$ cat src/shared/rsq_map.vh
/*
  Register map, field positions, reset values and timing counts of the
  system reset sequencer. Assumes a 250 MHz core clock and 32-bit AXI4-Lite.
*/
`ifndef RSQ_MAP_VH
`define RSQ_MAP_VH

// ****************************************
// Register byte offsets
// ****************************************
`define RSQ_OFS_CTRL 8'h00
`define RSQ_OFS_WDOG 8'h04
`define RSQ_OFS_RSTST 8'h08
`define RSQ_OFS_IRQST 8'h0c
`define RSQ_OFS_IRQMSK 8'h10

// ****************************************
// Control register fields
// ****************************************
`define RSQ_CTRL_PIN_EN 0
`define RSQ_CTRL_WDOG_EN 1
`define RSQ_CTRL_LVL_LO 2
`define RSQ_CTRL_LVL_HI 3
`define RSQ_CTRL_LVRST_EN 4
`define RSQ_CTRL_RESET 5'h11

// ****************************************
// Reset status fields
// ****************************************
`define RSQ_RST_PIN 0
`define RSQ_RST_WDOG 1
`define RSQ_RST_LV 2
`define RSQ_RST_POWER 3
`define RSQ_RST_LV_LIVE 4
`define RSQ_RSTST_RESET 4'h8

// ****************************************
// Interrupt status and mask fields
// ****************************************
`define RSQ_IRQ_LV 0
`define RSQ_IRQ_WDOG 1

// ****************************************
// Timing
// ****************************************
`define RSQ_CLK_MHZ 250
`define RSQ_INIT_NS 64
`define RSQ_WARMUP_NS 2000
`define RSQ_INIT_CYC ((`RSQ_INIT_NS * `RSQ_CLK_MHZ + 999) / 1000)
`define RSQ_WARMUP_CYC ((`RSQ_WARMUP_NS * `RSQ_CLK_MHZ + 999) / 1000)
`define RSQ_WDOG_WIDTH 20
`define RSQ_BOOT_ADDR 32'h1fff_0000

`endif

$ cat src/logic/rsq_sync3.v
/*
  Three-stage input synchroniser, one lane per bit. A new level is
  accepted once the second and third stage agree.
  Assumes asynchronous inputs and a single destination clock.
*/
`timescale 1ns/100ps

module rsq_sync3 #(
  parameter WIDTH = 1
) (
  input wire clk,               // Destination clock
  input wire arst_n,            // Async reset, active low
  input wire [WIDTH-1:0] din,   // Asynchronous levels
  output wire [WIDTH-1:0] dout  // Filtered synchronous levels
);

  genvar i;
  generate
    for (i = 0; i < WIDTH; i = i + 1) begin : lane
      reg s1;
      reg s2;
      reg s3;
      reg q;
      always @(posedge clk or negedge arst_n) begin
        if (!arst_n) begin
          s1 <= 1'b0;
          s2 <= 1'b0;
          s3 <= 1'b0;
          q <= 1'b0;
        end else begin
          s1 <= din[i];
          s2 <= s1;
          s3 <= s2;
          if (s2 == s3) begin
            q <= s3;
          end
        end
      end
      assign dout[i] = q;
    end
  endgenerate

endmodule

$ cat src/logic/rsq_wdog.v
/*
  Free-running watchdog counter with software clear and overflow pulse.
  Assumes clear and enable come from logic on the same clock.
*/
`timescale 1ns/100ps

module rsq_wdog #(
  parameter WIDTH = 20
) (
  input wire clk,               // Core clock
  input wire arst_n,            // Async reset, active low
  input wire enable,            // Counting allowed
  input wire clear,             // Restart from zero
  output reg [WIDTH-1:0] count, // Current count
  output reg overflow           // One-cycle overflow pulse
);

  wire at_top = &count;

  always @(posedge clk or negedge arst_n) begin
    if (!arst_n) begin
      count <= {WIDTH{1'b0}};
      overflow <= 1'b0;
    end else begin
      overflow <= 1'b0;
      if (clear) begin
        count <= {WIDTH{1'b0}};
      end else if (enable) begin
        // No stop or saturation: only a clear saves the system
        count <= count + {{(WIDTH-1){1'b0}}, 1'b1};
        if (at_top) begin
          overflow <= 1'b1;
        end
      end
    end
  end

endmodule

$ cat src/logic/rsq_top.v
/*
  System reset sequencer: combines pin, watchdog and low-voltage reset
  causes, runs hold / init / warm-up / run, records causes, and offers an
  AXI4-Lite register slave with a masked interrupt.
  Assumes asynchronous pin and detector inputs and a single core clock.

  // Function
  // - Watchdog overflow raises full system reset.
  // - Watchdog counts until overflow unless cleared.
  // - After watchdog reset: init, warm-up, release.
  // - Watchdog reset restarts at address zero.
  // - Low supply raises interrupt request line.
  // - Low-voltage level readable as status bit.
  // - Selectable second threshold forces chip reset.
  // - Pin reset enable bit, resets to one.
  // - Reset pin is active low.
  // - Enabled pin not high holds system reset.
  // - Pin reset acts at power-up and running.
  // - Pin release: init, warm-up, boot loader.
  // - Reset cause flags readable by software.
*/
// Design decisions made here: the register addresses and the AXI4-Lite interface to the registers.
`timescale 1ns/100ps
`include "rsq_map.vh"

module rsq_top #(
  parameter WDOG_WIDTH = `RSQ_WDOG_WIDTH,
  parameter INIT_CYCLES = `RSQ_INIT_CYC,
  parameter WARMUP_CYCLES = `RSQ_WARMUP_CYC,
  parameter [31:0] BOOT_ADDR = `RSQ_BOOT_ADDR
) (
  input wire CORE_CLK,             // Core clock, 250 MHz
  input wire ARST_N,               // Power-on reset, active low
  input wire S_AXI_AWVALID,        // Write address valid
  output reg S_AXI_AWREADY,        // Write address ready
  input wire [7:0] S_AXI_AWADDR,   // Write byte address
  input wire S_AXI_WVALID,         // Write data valid
  output reg S_AXI_WREADY,         // Write data ready
  input wire [31:0] S_AXI_WDATA,   // Write data
  input wire [3:0] S_AXI_WSTRB,    // Write byte strobes
  output reg S_AXI_BVALID,         // Write response valid
  input wire S_AXI_BREADY,         // Write response ready
  output reg [1:0] S_AXI_BRESP,    // Write response code
  input wire S_AXI_ARVALID,        // Read address valid
  output reg S_AXI_ARREADY,        // Read address ready
  input wire [7:0] S_AXI_ARADDR,   // Read byte address
  output reg S_AXI_RVALID,         // Read data valid
  input wire S_AXI_RREADY,         // Read data ready
  output reg [31:0] S_AXI_RDATA,   // Read data
  output reg [1:0] S_AXI_RRESP,    // Read response code
  input wire PIN_RST_N,            // External reset pin, active low
  input wire LV_DETECT,            // Supply below detect level
  input wire LV_TRIP,              // Supply below selected reset level
  output reg [1:0] LV_RESET_LEVEL, // Second threshold select
  output reg LV_IRQ,               // Request to interrupt controller
  output reg IRQ,                  // Masked status interrupt
  output reg SYS_RST_N,            // System reset, active low
  output reg SYS_INIT,             // Load system registers
  output reg [31:0] START_ADDR     // First fetch after release
);

  // ****************************************
  // Constants and states
  // ****************************************
  localparam [1:0] ST_HOLD = 2'd0;
  localparam [1:0] ST_INIT = 2'd1;
  localparam [1:0] ST_WARM = 2'd2;
  localparam [1:0] ST_RUN = 2'd3;
  localparam [31:0] INIT_M1 = INIT_CYCLES - 1;
  localparam [31:0] WARM_M1 = WARMUP_CYCLES - 1;
  localparam [15:0] INIT_LAST = INIT_M1[15:0];
  localparam [15:0] WARM_LAST = WARM_M1[15:0];
  localparam [1:0] RESP_OK = 2'b00;
  localparam [1:0] RESP_ERR = 2'b10;

  // ****************************************
  // Input synchronisation
  // ****************************************
  wire [2:0] sync_out;
  wire pin_level;
  wire lv_det;
  wire lv_trip;

  // Pin lane runs inverted so a cleared synchroniser reads as released
  rsq_sync3 #(
    .WIDTH(3)
  ) u_sync (
    .clk(CORE_CLK),
    .arst_n(ARST_N),
    .din({LV_TRIP, LV_DETECT, ~PIN_RST_N}),
    .dout(sync_out)
  );

  assign pin_level = ~sync_out[0];
  assign lv_det = sync_out[1];
  assign lv_trip = sync_out[2];

  // ****************************************
  // Registers, sequencer state and watchdog
  // ****************************************
  reg pin_en;
  reg wdog_en;
  reg [1:0] lv_level;
  reg lvrst_en;
  reg [3:0] rst_flags;
  reg [1:0] irq_st;
  reg [1:0] irq_mask;
  reg lv_det_d;
  reg wdog_kick;
  reg [1:0] state;
  reg [15:0] cnt;
  reg boot_zero;

  wire [WDOG_WIDTH-1:0] wdog_count;
  wire wdog_ovf;
  wire running = (state == ST_RUN);

  rsq_wdog #(
    .WIDTH(WDOG_WIDTH)
  ) u_wdog (
    .clk(CORE_CLK),
    .arst_n(ARST_N),
    .enable(wdog_en & running),
    .clear(wdog_kick | ~running),
    .count(wdog_count),
    .overflow(wdog_ovf)
  );

  // ****************************************
  // Reset causes
  // ****************************************
  // Pin is only a cause while enabled; low level resets, high runs
  wire pin_cause = pin_en & ~pin_level;
  wire lv_cause = lvrst_en & lv_trip;
  wire wd_cause = wdog_ovf & running;
  wire hold_cause = pin_cause | lv_cause;
  wire any_cause = hold_cause | wd_cause;

  // ****************************************
  // Sequencer
  // ****************************************
  reg [1:0] next_state;
  reg [15:0] next_cnt;

  always @* begin
    next_state = state;
    next_cnt = cnt + 16'h0001;
    case (state)
      ST_HOLD: begin
        next_cnt = 16'h0000;
        if (!hold_cause) begin
          next_state = ST_INIT;
        end
      end
      ST_INIT: begin
        if (any_cause) begin
          next_state = ST_HOLD;
        end else if (cnt == INIT_LAST) begin
          next_state = ST_WARM;
          next_cnt = 16'h0000;
        end
      end
      ST_WARM: begin
        if (any_cause) begin
          next_state = ST_HOLD;
        end else if (cnt == WARM_LAST) begin
          next_state = ST_RUN;
        end
      end
      ST_RUN: begin
        next_cnt = 16'h0000;
        if (any_cause) begin
          next_state = ST_HOLD;
        end
      end
      default: begin
        next_state = ST_HOLD;
        next_cnt = 16'h0000;
      end
    endcase
  end

  // SYS_RST_N and SYS_INIT come from the next state so that release lands on a clock edge
  always @(posedge CORE_CLK or negedge ARST_N) begin
    if (!ARST_N) begin
      state <= ST_HOLD;
      cnt <= 16'h0000;
      SYS_RST_N <= 1'b0;
      SYS_INIT <= 1'b0;
      boot_zero <= 1'b0;
      START_ADDR <= BOOT_ADDR;
    end else begin
      state <= next_state;
      cnt <= next_cnt;
      SYS_RST_N <= (next_state == ST_RUN);
      SYS_INIT <= (next_state == ST_INIT);
      if (any_cause) begin
        // A watchdog-only reset skips the boot loader
        boot_zero <= wd_cause & ~hold_cause;
      end
      START_ADDR <= boot_zero ? 32'h0000_0000 : BOOT_ADDR;
    end
  end

  // ****************************************
  // AXI4-Lite write channel
  // ****************************************
  reg aw_held;
  reg w_held;
  reg [7:0] aw_addr;
  reg [31:0] w_data;
  reg [3:0] w_strb;

  wire aw_hs = S_AXI_AWVALID & S_AXI_AWREADY;
  wire w_hs = S_AXI_WVALID & S_AXI_WREADY;
  wire do_write = aw_held & w_held & ~S_AXI_BVALID;
  wire next_aw_held = (aw_held | aw_hs) & ~do_write;
  wire next_w_held = (w_held | w_hs) & ~do_write;
  wire next_bvalid = do_write | (S_AXI_BVALID & ~S_AXI_BREADY);
  wire lane0 = do_write & w_strb[0];
  wire wr_ctrl = lane0 & (aw_addr == `RSQ_OFS_CTRL);
  wire wr_wdog = lane0 & (aw_addr == `RSQ_OFS_WDOG);
  wire wr_rstst = lane0 & (aw_addr == `RSQ_OFS_RSTST);
  wire wr_irqst = lane0 & (aw_addr == `RSQ_OFS_IRQST);
  wire wr_mask = lane0 & (aw_addr == `RSQ_OFS_IRQMSK);
  wire aw_known = (aw_addr == `RSQ_OFS_CTRL) | (aw_addr == `RSQ_OFS_WDOG) |
                  (aw_addr == `RSQ_OFS_RSTST) | (aw_addr == `RSQ_OFS_IRQST) |
                  (aw_addr == `RSQ_OFS_IRQMSK);

  always @(posedge CORE_CLK or negedge ARST_N) begin
    if (!ARST_N) begin
      aw_held <= 1'b0;
      w_held <= 1'b0;
      aw_addr <= 8'h00;
      w_data <= 32'h0000_0000;
      w_strb <= 4'h0;
      S_AXI_AWREADY <= 1'b1;
      S_AXI_WREADY <= 1'b1;
      S_AXI_BVALID <= 1'b0;
      S_AXI_BRESP <= RESP_OK;
    end else begin
      aw_held <= next_aw_held;
      w_held <= next_w_held;
      if (aw_hs) begin
        aw_addr <= {S_AXI_AWADDR[7:2], 2'b00};
      end
      if (w_hs) begin
        w_data <= S_AXI_WDATA;
        w_strb <= S_AXI_WSTRB;
      end
      S_AXI_AWREADY <= ~next_aw_held & ~next_bvalid;
      S_AXI_WREADY <= ~next_w_held & ~next_bvalid;
      S_AXI_BVALID <= next_bvalid;
      if (do_write) begin
        S_AXI_BRESP <= aw_known ? RESP_OK : RESP_ERR;
      end
    end
  end

  // ****************************************
  // AXI4-Lite read channel
  // ****************************************
  wire ar_hs = S_AXI_ARVALID & S_AXI_ARREADY;
  wire next_rvalid = ar_hs | (S_AXI_RVALID & ~S_AXI_RREADY);
  wire [7:0] ar_word = {S_AXI_ARADDR[7:2], 2'b00};
  reg [31:0] rd_mux;
  reg rd_known;

  always @* begin
    rd_mux = 32'h0000_0000;
    rd_known = 1'b1;
    case (ar_word)
      `RSQ_OFS_CTRL: begin
        rd_mux[`RSQ_CTRL_PIN_EN] = pin_en;
        rd_mux[`RSQ_CTRL_WDOG_EN] = wdog_en;
        rd_mux[`RSQ_CTRL_LVL_HI:`RSQ_CTRL_LVL_LO] = lv_level;
        rd_mux[`RSQ_CTRL_LVRST_EN] = lvrst_en;
      end
      `RSQ_OFS_WDOG: begin
        rd_mux[WDOG_WIDTH-1:0] = wdog_count;
      end
      `RSQ_OFS_RSTST: begin
        rd_mux[3:0] = rst_flags;
        rd_mux[`RSQ_RST_LV_LIVE] = lv_det;
      end
      `RSQ_OFS_IRQST: begin
        rd_mux[1:0] = irq_st;
      end
      `RSQ_OFS_IRQMSK: begin
        rd_mux[1:0] = irq_mask;
      end
      default: begin
        rd_known = 1'b0;
      end
    endcase
  end

  always @(posedge CORE_CLK or negedge ARST_N) begin
    if (!ARST_N) begin
      S_AXI_ARREADY <= 1'b1;
      S_AXI_RVALID <= 1'b0;
      S_AXI_RDATA <= 32'h0000_0000;
      S_AXI_RRESP <= RESP_OK;
    end else begin
      S_AXI_ARREADY <= ~next_rvalid;
      S_AXI_RVALID <= next_rvalid;
      if (ar_hs) begin
        S_AXI_RDATA <= rd_mux;
        S_AXI_RRESP <= rd_known ? RESP_OK : RESP_ERR;
      end
    end
  end

  // ****************************************
  // Control, flags and interrupt
  // ****************************************
  wire lv_rise = lv_det & ~lv_det_d;
  wire [3:0] rst_set = {1'b0, lv_cause, wd_cause, pin_cause};
  wire [1:0] irq_set = {wd_cause, lv_rise};
  wire [3:0] rst_clr = wr_rstst ? w_data[3:0] : 4'h0;
  wire [1:0] irq_clr = wr_irqst ? w_data[1:0] : 2'b00;

  // Software settings survive the system reset; only power-on clears them
  always @(posedge CORE_CLK or negedge ARST_N) begin
    if (!ARST_N) begin
      pin_en <= 1'b1;
      wdog_en <= 1'b0;
      lv_level <= 2'b00;
      lvrst_en <= 1'b1;
      rst_flags <= `RSQ_RSTST_RESET;
      irq_st <= 2'b00;
      irq_mask <= 2'b00;
      lv_det_d <= 1'b0;
      wdog_kick <= 1'b0;
      LV_RESET_LEVEL <= 2'b00;
      LV_IRQ <= 1'b0;
      IRQ <= 1'b0;
    end else begin
      if (wr_ctrl) begin
        pin_en <= w_data[`RSQ_CTRL_PIN_EN];
        wdog_en <= w_data[`RSQ_CTRL_WDOG_EN];
        lv_level <= w_data[`RSQ_CTRL_LVL_HI:`RSQ_CTRL_LVL_LO];
        lvrst_en <= w_data[`RSQ_CTRL_LVRST_EN];
      end
      if (wr_mask) begin
        irq_mask <= w_data[1:0];
      end
      wdog_kick <= wr_wdog & w_data[0];
      // A cause in the same cycle as its clear stays recorded
      rst_flags <= (rst_flags & ~rst_clr) | rst_set;
      irq_st <= (irq_st & ~irq_clr) | irq_set;
      lv_det_d <= lv_det;
      LV_RESET_LEVEL <= lv_level;
      LV_IRQ <= lv_det;
      IRQ <= |(((irq_st & ~irq_clr) | irq_set) & irq_mask);
    end
  end

endmodule

$ cat config.mk
export PLATFORM = sky130hd
export DESIGN_NAME = rsq_top
export DESIGN_NICKNAME = d
export VERILOG_FILES = /design/src/logic/rsq_sync3.v /design/src/logic/rsq_wdog.v /design/src/logic/rsq_top.v
export VERILOG_INCLUDE_DIRS = /design/src /design/src/shared
export SDC_FILE = /design/constraint.sdc
export NUM_CORES = 1
export LEC_CHECK = 0
export BUFFER_PORTS_ARGS = -buffer_cell sky130_fd_sc_hd__buf_2
export CAP_MARGIN = 15
export CORE_MARGIN = 2
export CORE_UTILIZATION = 47
export CTS_BUF_LIST = sky130_fd_sc_hd__clkbuf_16
export DETAILED_ROUTE_END_ITERATION = 12
export GPL_TIMING_DRIVEN = 0
export PLACE_DENSITY_LB_ADDON = 0.15
export SYNTH_ARGS = -nofsm -noshare
export SYNTH_HDL_FRONTEND = slang
export SYNTH_SLANG_ARGS = --single-unit
$ cat constraint.sdc
create_clock -name CORE_CLK -period 2 [get_ports CORE_CLK]
set_input_delay 0.4 -clock CORE_CLK [delete_from_list [all_inputs] [get_ports CORE_CLK]]
set_output_delay 0.4 -clock CORE_CLK [all_outputs]
set_load 0.05 [all_outputs]
==> metrics.csv <==
stage,metric,value,unit
logic_synthesis,largest family of logic cells by synthesized area,simple AND/OR/NAND/NOR gates,
clock_network,clk buf depth,2,
clock_network,clock sinks,114,
timing,Slew HR,51.8,%
logic_synthesis,"EDFF count, synth",0,
route,Via Count,3686,
critical_path,"Largest stage delay, worst path",0.48,ns
critical_path,instance count on the critical path,4,
logic_synthesis,Compound-Gate Fraction of Synth Area,7.99,%
timing,minimum clock period,1.94,ns
global_route,GRT overflow,0,
final_layout,P&R area growth vs syn,25.9,%
outcome,status,finished clean,
global_route,layer carrying the most global-route usage,met2,
route,"antenna viol nets, final",0,
timing,Hold Slack,0.0506,ns
floorplan,Top Ports,141,
clock_network,clock root buffer,clkbuf_16,
placed_design,Placed Area,5820,um2
clock_network,H-Tree Depth,4,
final_layout,ratio of cells with drive above 1 in the final layout,31.7,%
critical_path,slowest cell on the critical path,or4_1,
final_layout,nets@finish,648,
route,routed wire length,10100,um
clock_network,TritonCTS Buffers,17,
timing,Final Hold Fails,0,
logic_synthesis,Netlist cell types,50,
logic_synthesis,Post-Syn Instances,457,
final_layout,antenna cells,0,
timing,Slew Limit Fails,0,
final_layout,Post-Layout Inst Area,6470,um2
timing,final number of setup-violating endpoints,0,
logic_synthesis,Synth Area in Adders,1.07,%
worst_hold_path,Hold Crit Class,in2async,
clock_network,insertion delay to the later sink of the worst-skew pair,0.41,ns
logic_synthesis,"area leader, netlist",dfrtp_1,
global_route,GR Util met3,5.49,%
route,Residual DRC,0,
power,pwr dens,1200,nW/um2
clock_network,# hold bufs at CTS,0,
critical_path,crit-path cells,"or4_1, or3_4, o311a_1, or2_1",
placed_design,# port buffers,71,
global_route,GR Layer Usage met2,30.0,%
power,clock share of power,39.5,%
power,leakage power total,3.05,nW
logic_synthesis,top_reg_cell synth,dfrtp_1,
global_route,largest net degree at the start of global routing,60,
critical_path,R2R Setup Slk,0.06,ns
global_route,initial antenna violation count,0,
clock_network,Clock transition at path regs,0.05,ns
power,switching power,0.00238,W
floorplan,standard-cell rows,38,
critical_path,crit start category,flop,
logic_synthesis,register area share after synthesis,55.7,%
critical_path,Worst Path Max Fanout,4,
critical_path,"CP delay by family, top",simple AND/OR/NAND/NOR gates,
route,DRT Pass-1 Iters,4,
global_route,first-pass GRT wire length,16500,um
floorplan,Die Wd,109,um
global_route,vias in the first global route,3496,
logic_synthesis,number of synthesized register bits,114,
critical_path,RR Endpoint,state[0]$_DFF_PN0_,
logic_synthesis,"top cells by area, synth","dfrtp_1 (52%), buf_4 (6.6%), mux2_2 (4.2%)",
power,sequential group share of total power,39.3,%
placed_design,Post-DP HPWL,6900,um
global_route,total track usage,18.2,%
route,DR vias/cell,5.00,
logic_synthesis,Post-Syn Area per Cell,11.2,um2
logic_synthesis,XOR/XNOR Fraction of Synth Area,4.60,%
critical_path,Worst EP arrival,2.23,ns
route,Starting DRT DRC Count,133,
timing,RSZ-0062 raised after global routing,true,
critical_path,CP Capture Point,state[0]$_DFF_PN0_,
floorplan,Std-Cell Core Area,10700,um2
floorplan,Die Ht,109,um
power,Max IR drop VDD,0.000618,V
critical_path,kind of critical path,reg2reg,
logic_synthesis,Synth top area share,52.1,%
timing,fin crit share,96.8,%
critical_path,critical path required time,2.29,ns
flow_run,total of max-cap violations,0,
power,switch share,30.8,%
logic_synthesis,post-synthesis mux area share,6.01,%
route,Routed WL per cell,13.8,um
logic_synthesis,Mapped Area,5140,um2
floorplan,Initial Util,47.8,%
timing,measured slew at the worst slew-check pin,0.723,ns
critical_path,CP Launch Point,cnt[6]$_DFF_PN0_,
critical_path,Worst Setup End Kind,flop,
clock_network,CTS tree,built,
logic_synthesis,"FFs w/ async S/R, synth",100,%
power,Logic pwr share,21.3,%
placed_design,GPL Wtd Cong,0.777,
logic_synthesis,yosys warns,0,
critical_path,RR Startpoint,cnt[6]$_DFF_PN0_,
floorplan,total die area,11800,um2
timing,setup_tns,0,ns
timing,skew final,0.00901,ns
critical_path,CP bufs+invs,0,
timing,Fmax,517,MHz
critical_path,R2R cell count,4,
logic_synthesis,Synth Area in Simple Gates,15.9,%
power,Pint,0.00535,W
global_route,met1 usage,22.6,%
[cells by family (layout without fill, tap and decap cells)]
| group | after synthesis | after routing |
|---|---|---|
| other cells | 1 | 33 |
| mux | 26 | 26 |
| fa+ha+maj | 5 | 5 |
| flops | 114 | 114 |
| buf+inv | 71 | 179 |
| simple gates | 157 | 157 |
| compound gates | 56 | 56 |
| xor+xnor | 27 | 27 |
[power by group through the flow]
stage	sequential, W	combinational (W)	clock, W
5_1_grt	0.00310	0.00180	0.00321
2_1_floorplan	0.00328	0.000982	0
6_report	0.00304	0.00164	0.00306
4_1_cts	0.00304	0.00165	0.00311
3_5_place_dp	0.00307	0.00161	0
3_3_place_gp	0.00306	0.00157	0
[flip-flops by register name, summed over array words and instances (netlist names), 3 cells and up]
name            flops
w_data              5
u_sync.lane.s3      3
S_AXI_RDATA        20
u_sync.lane.q       3
cnt                16
u_sync.lane.s1      3
rst_flags           4
aw_addr             6
u_sync.lane.s2      3
u_wdog.count       20
[timing repair]
action | 4_1_cts | 5_1_grt
gates resized for setup | 0 | 4
pin swaps | 1 | 1
endpoints found under the setup margin | 11 | 28
setup buffers | 3 | 1
[cells in the mapped netlist (12+ instances only)]
cell type,number
a22o_1,21
buf_4,45
dfrtp_1,107
inv_1,16
mux2_2,19
nand2_1,28
nand3_1,19
nand4_1,12
nor2_1,36
nor3_1,12
o21ai_0,14
xnor2_1,19
[area by class of cell]
cell class	count	area, um2
Fill cell	901	4270
Sequential cell	114	2860
Multi-Input combinational cell	304	1970
Clock buffer	17	425
Timing Repair Buffer	76	415
Buffer	55	383
Clock inverter	15	176
Tap cell	140	175
Inverter	16	60.1
[cell usage in the layout (no fill, tap or decap), types with 12 or more instances in the layout]
cell	count
buf_4	50
nand2_1	28
inv_1	20
o21ai_0	14
dfrtp_1	106
nand4_1	12
buf_2	70
nor3_1	12
nor2_1	36
conb_1	33
mux2_2	19
a22o_1	21
nand3_1	19
clkbuf_16	17
xnor2_1	19
[through the flow]
step           setup slack [ns]  utilization, %  std cells  power (W)
4_1_cts                  0.0381            60.0        736    0.00780
2_1_floorplan            0.0726               -        489    0.00426
6_report                 0.0642            60.2        737    0.00774
5_1_grt                 -0.0587            60.2        737    0.00811
3_5_place_dp             -0.303            54.2        701    0.00468
3_3_place_gp             -0.779            53.9        700    0.00463
[how the worst min path moves through the flow]
stage,from,endpoint,slack (ns),cells after the start
after detailed placement,u_sync.lane[2].s1$_DFF_PN0_,u_sync.lane[2].s2$_DFF_PN0_,0.34,0
after floorplan,ARST_N,IRQ$_DFF_PN0_,0.10,0
after global routing,LV_TRIP,u_sync.lane[2].s1$_DFF_PN0_,0.09,1
after CTS,ARST_N,S_AXI_RDATA[1]$_DFFE_PN0P_,0.08,1
after global placement,u_sync.lane[1].s1$_DFF_PN0_,u_sync.lane[1].s2$_DFF_PN0_,0.33,0
final,ARST_N,S_AXI_RDATA[0]$_DFFE_PN0P_,0.05,1
[metal layers]
layer  wire (um)  vias to the layer above  part of all wire [%]
li1            -                     1806                     -
met5           0                        -                     0
met2        5080                       83                    50
met3         436                       14                   4.3
met1        4500                     1783                    44
met4         122                        0                   1.2
No activity file was read; power rests on OpenSTA's default activity.
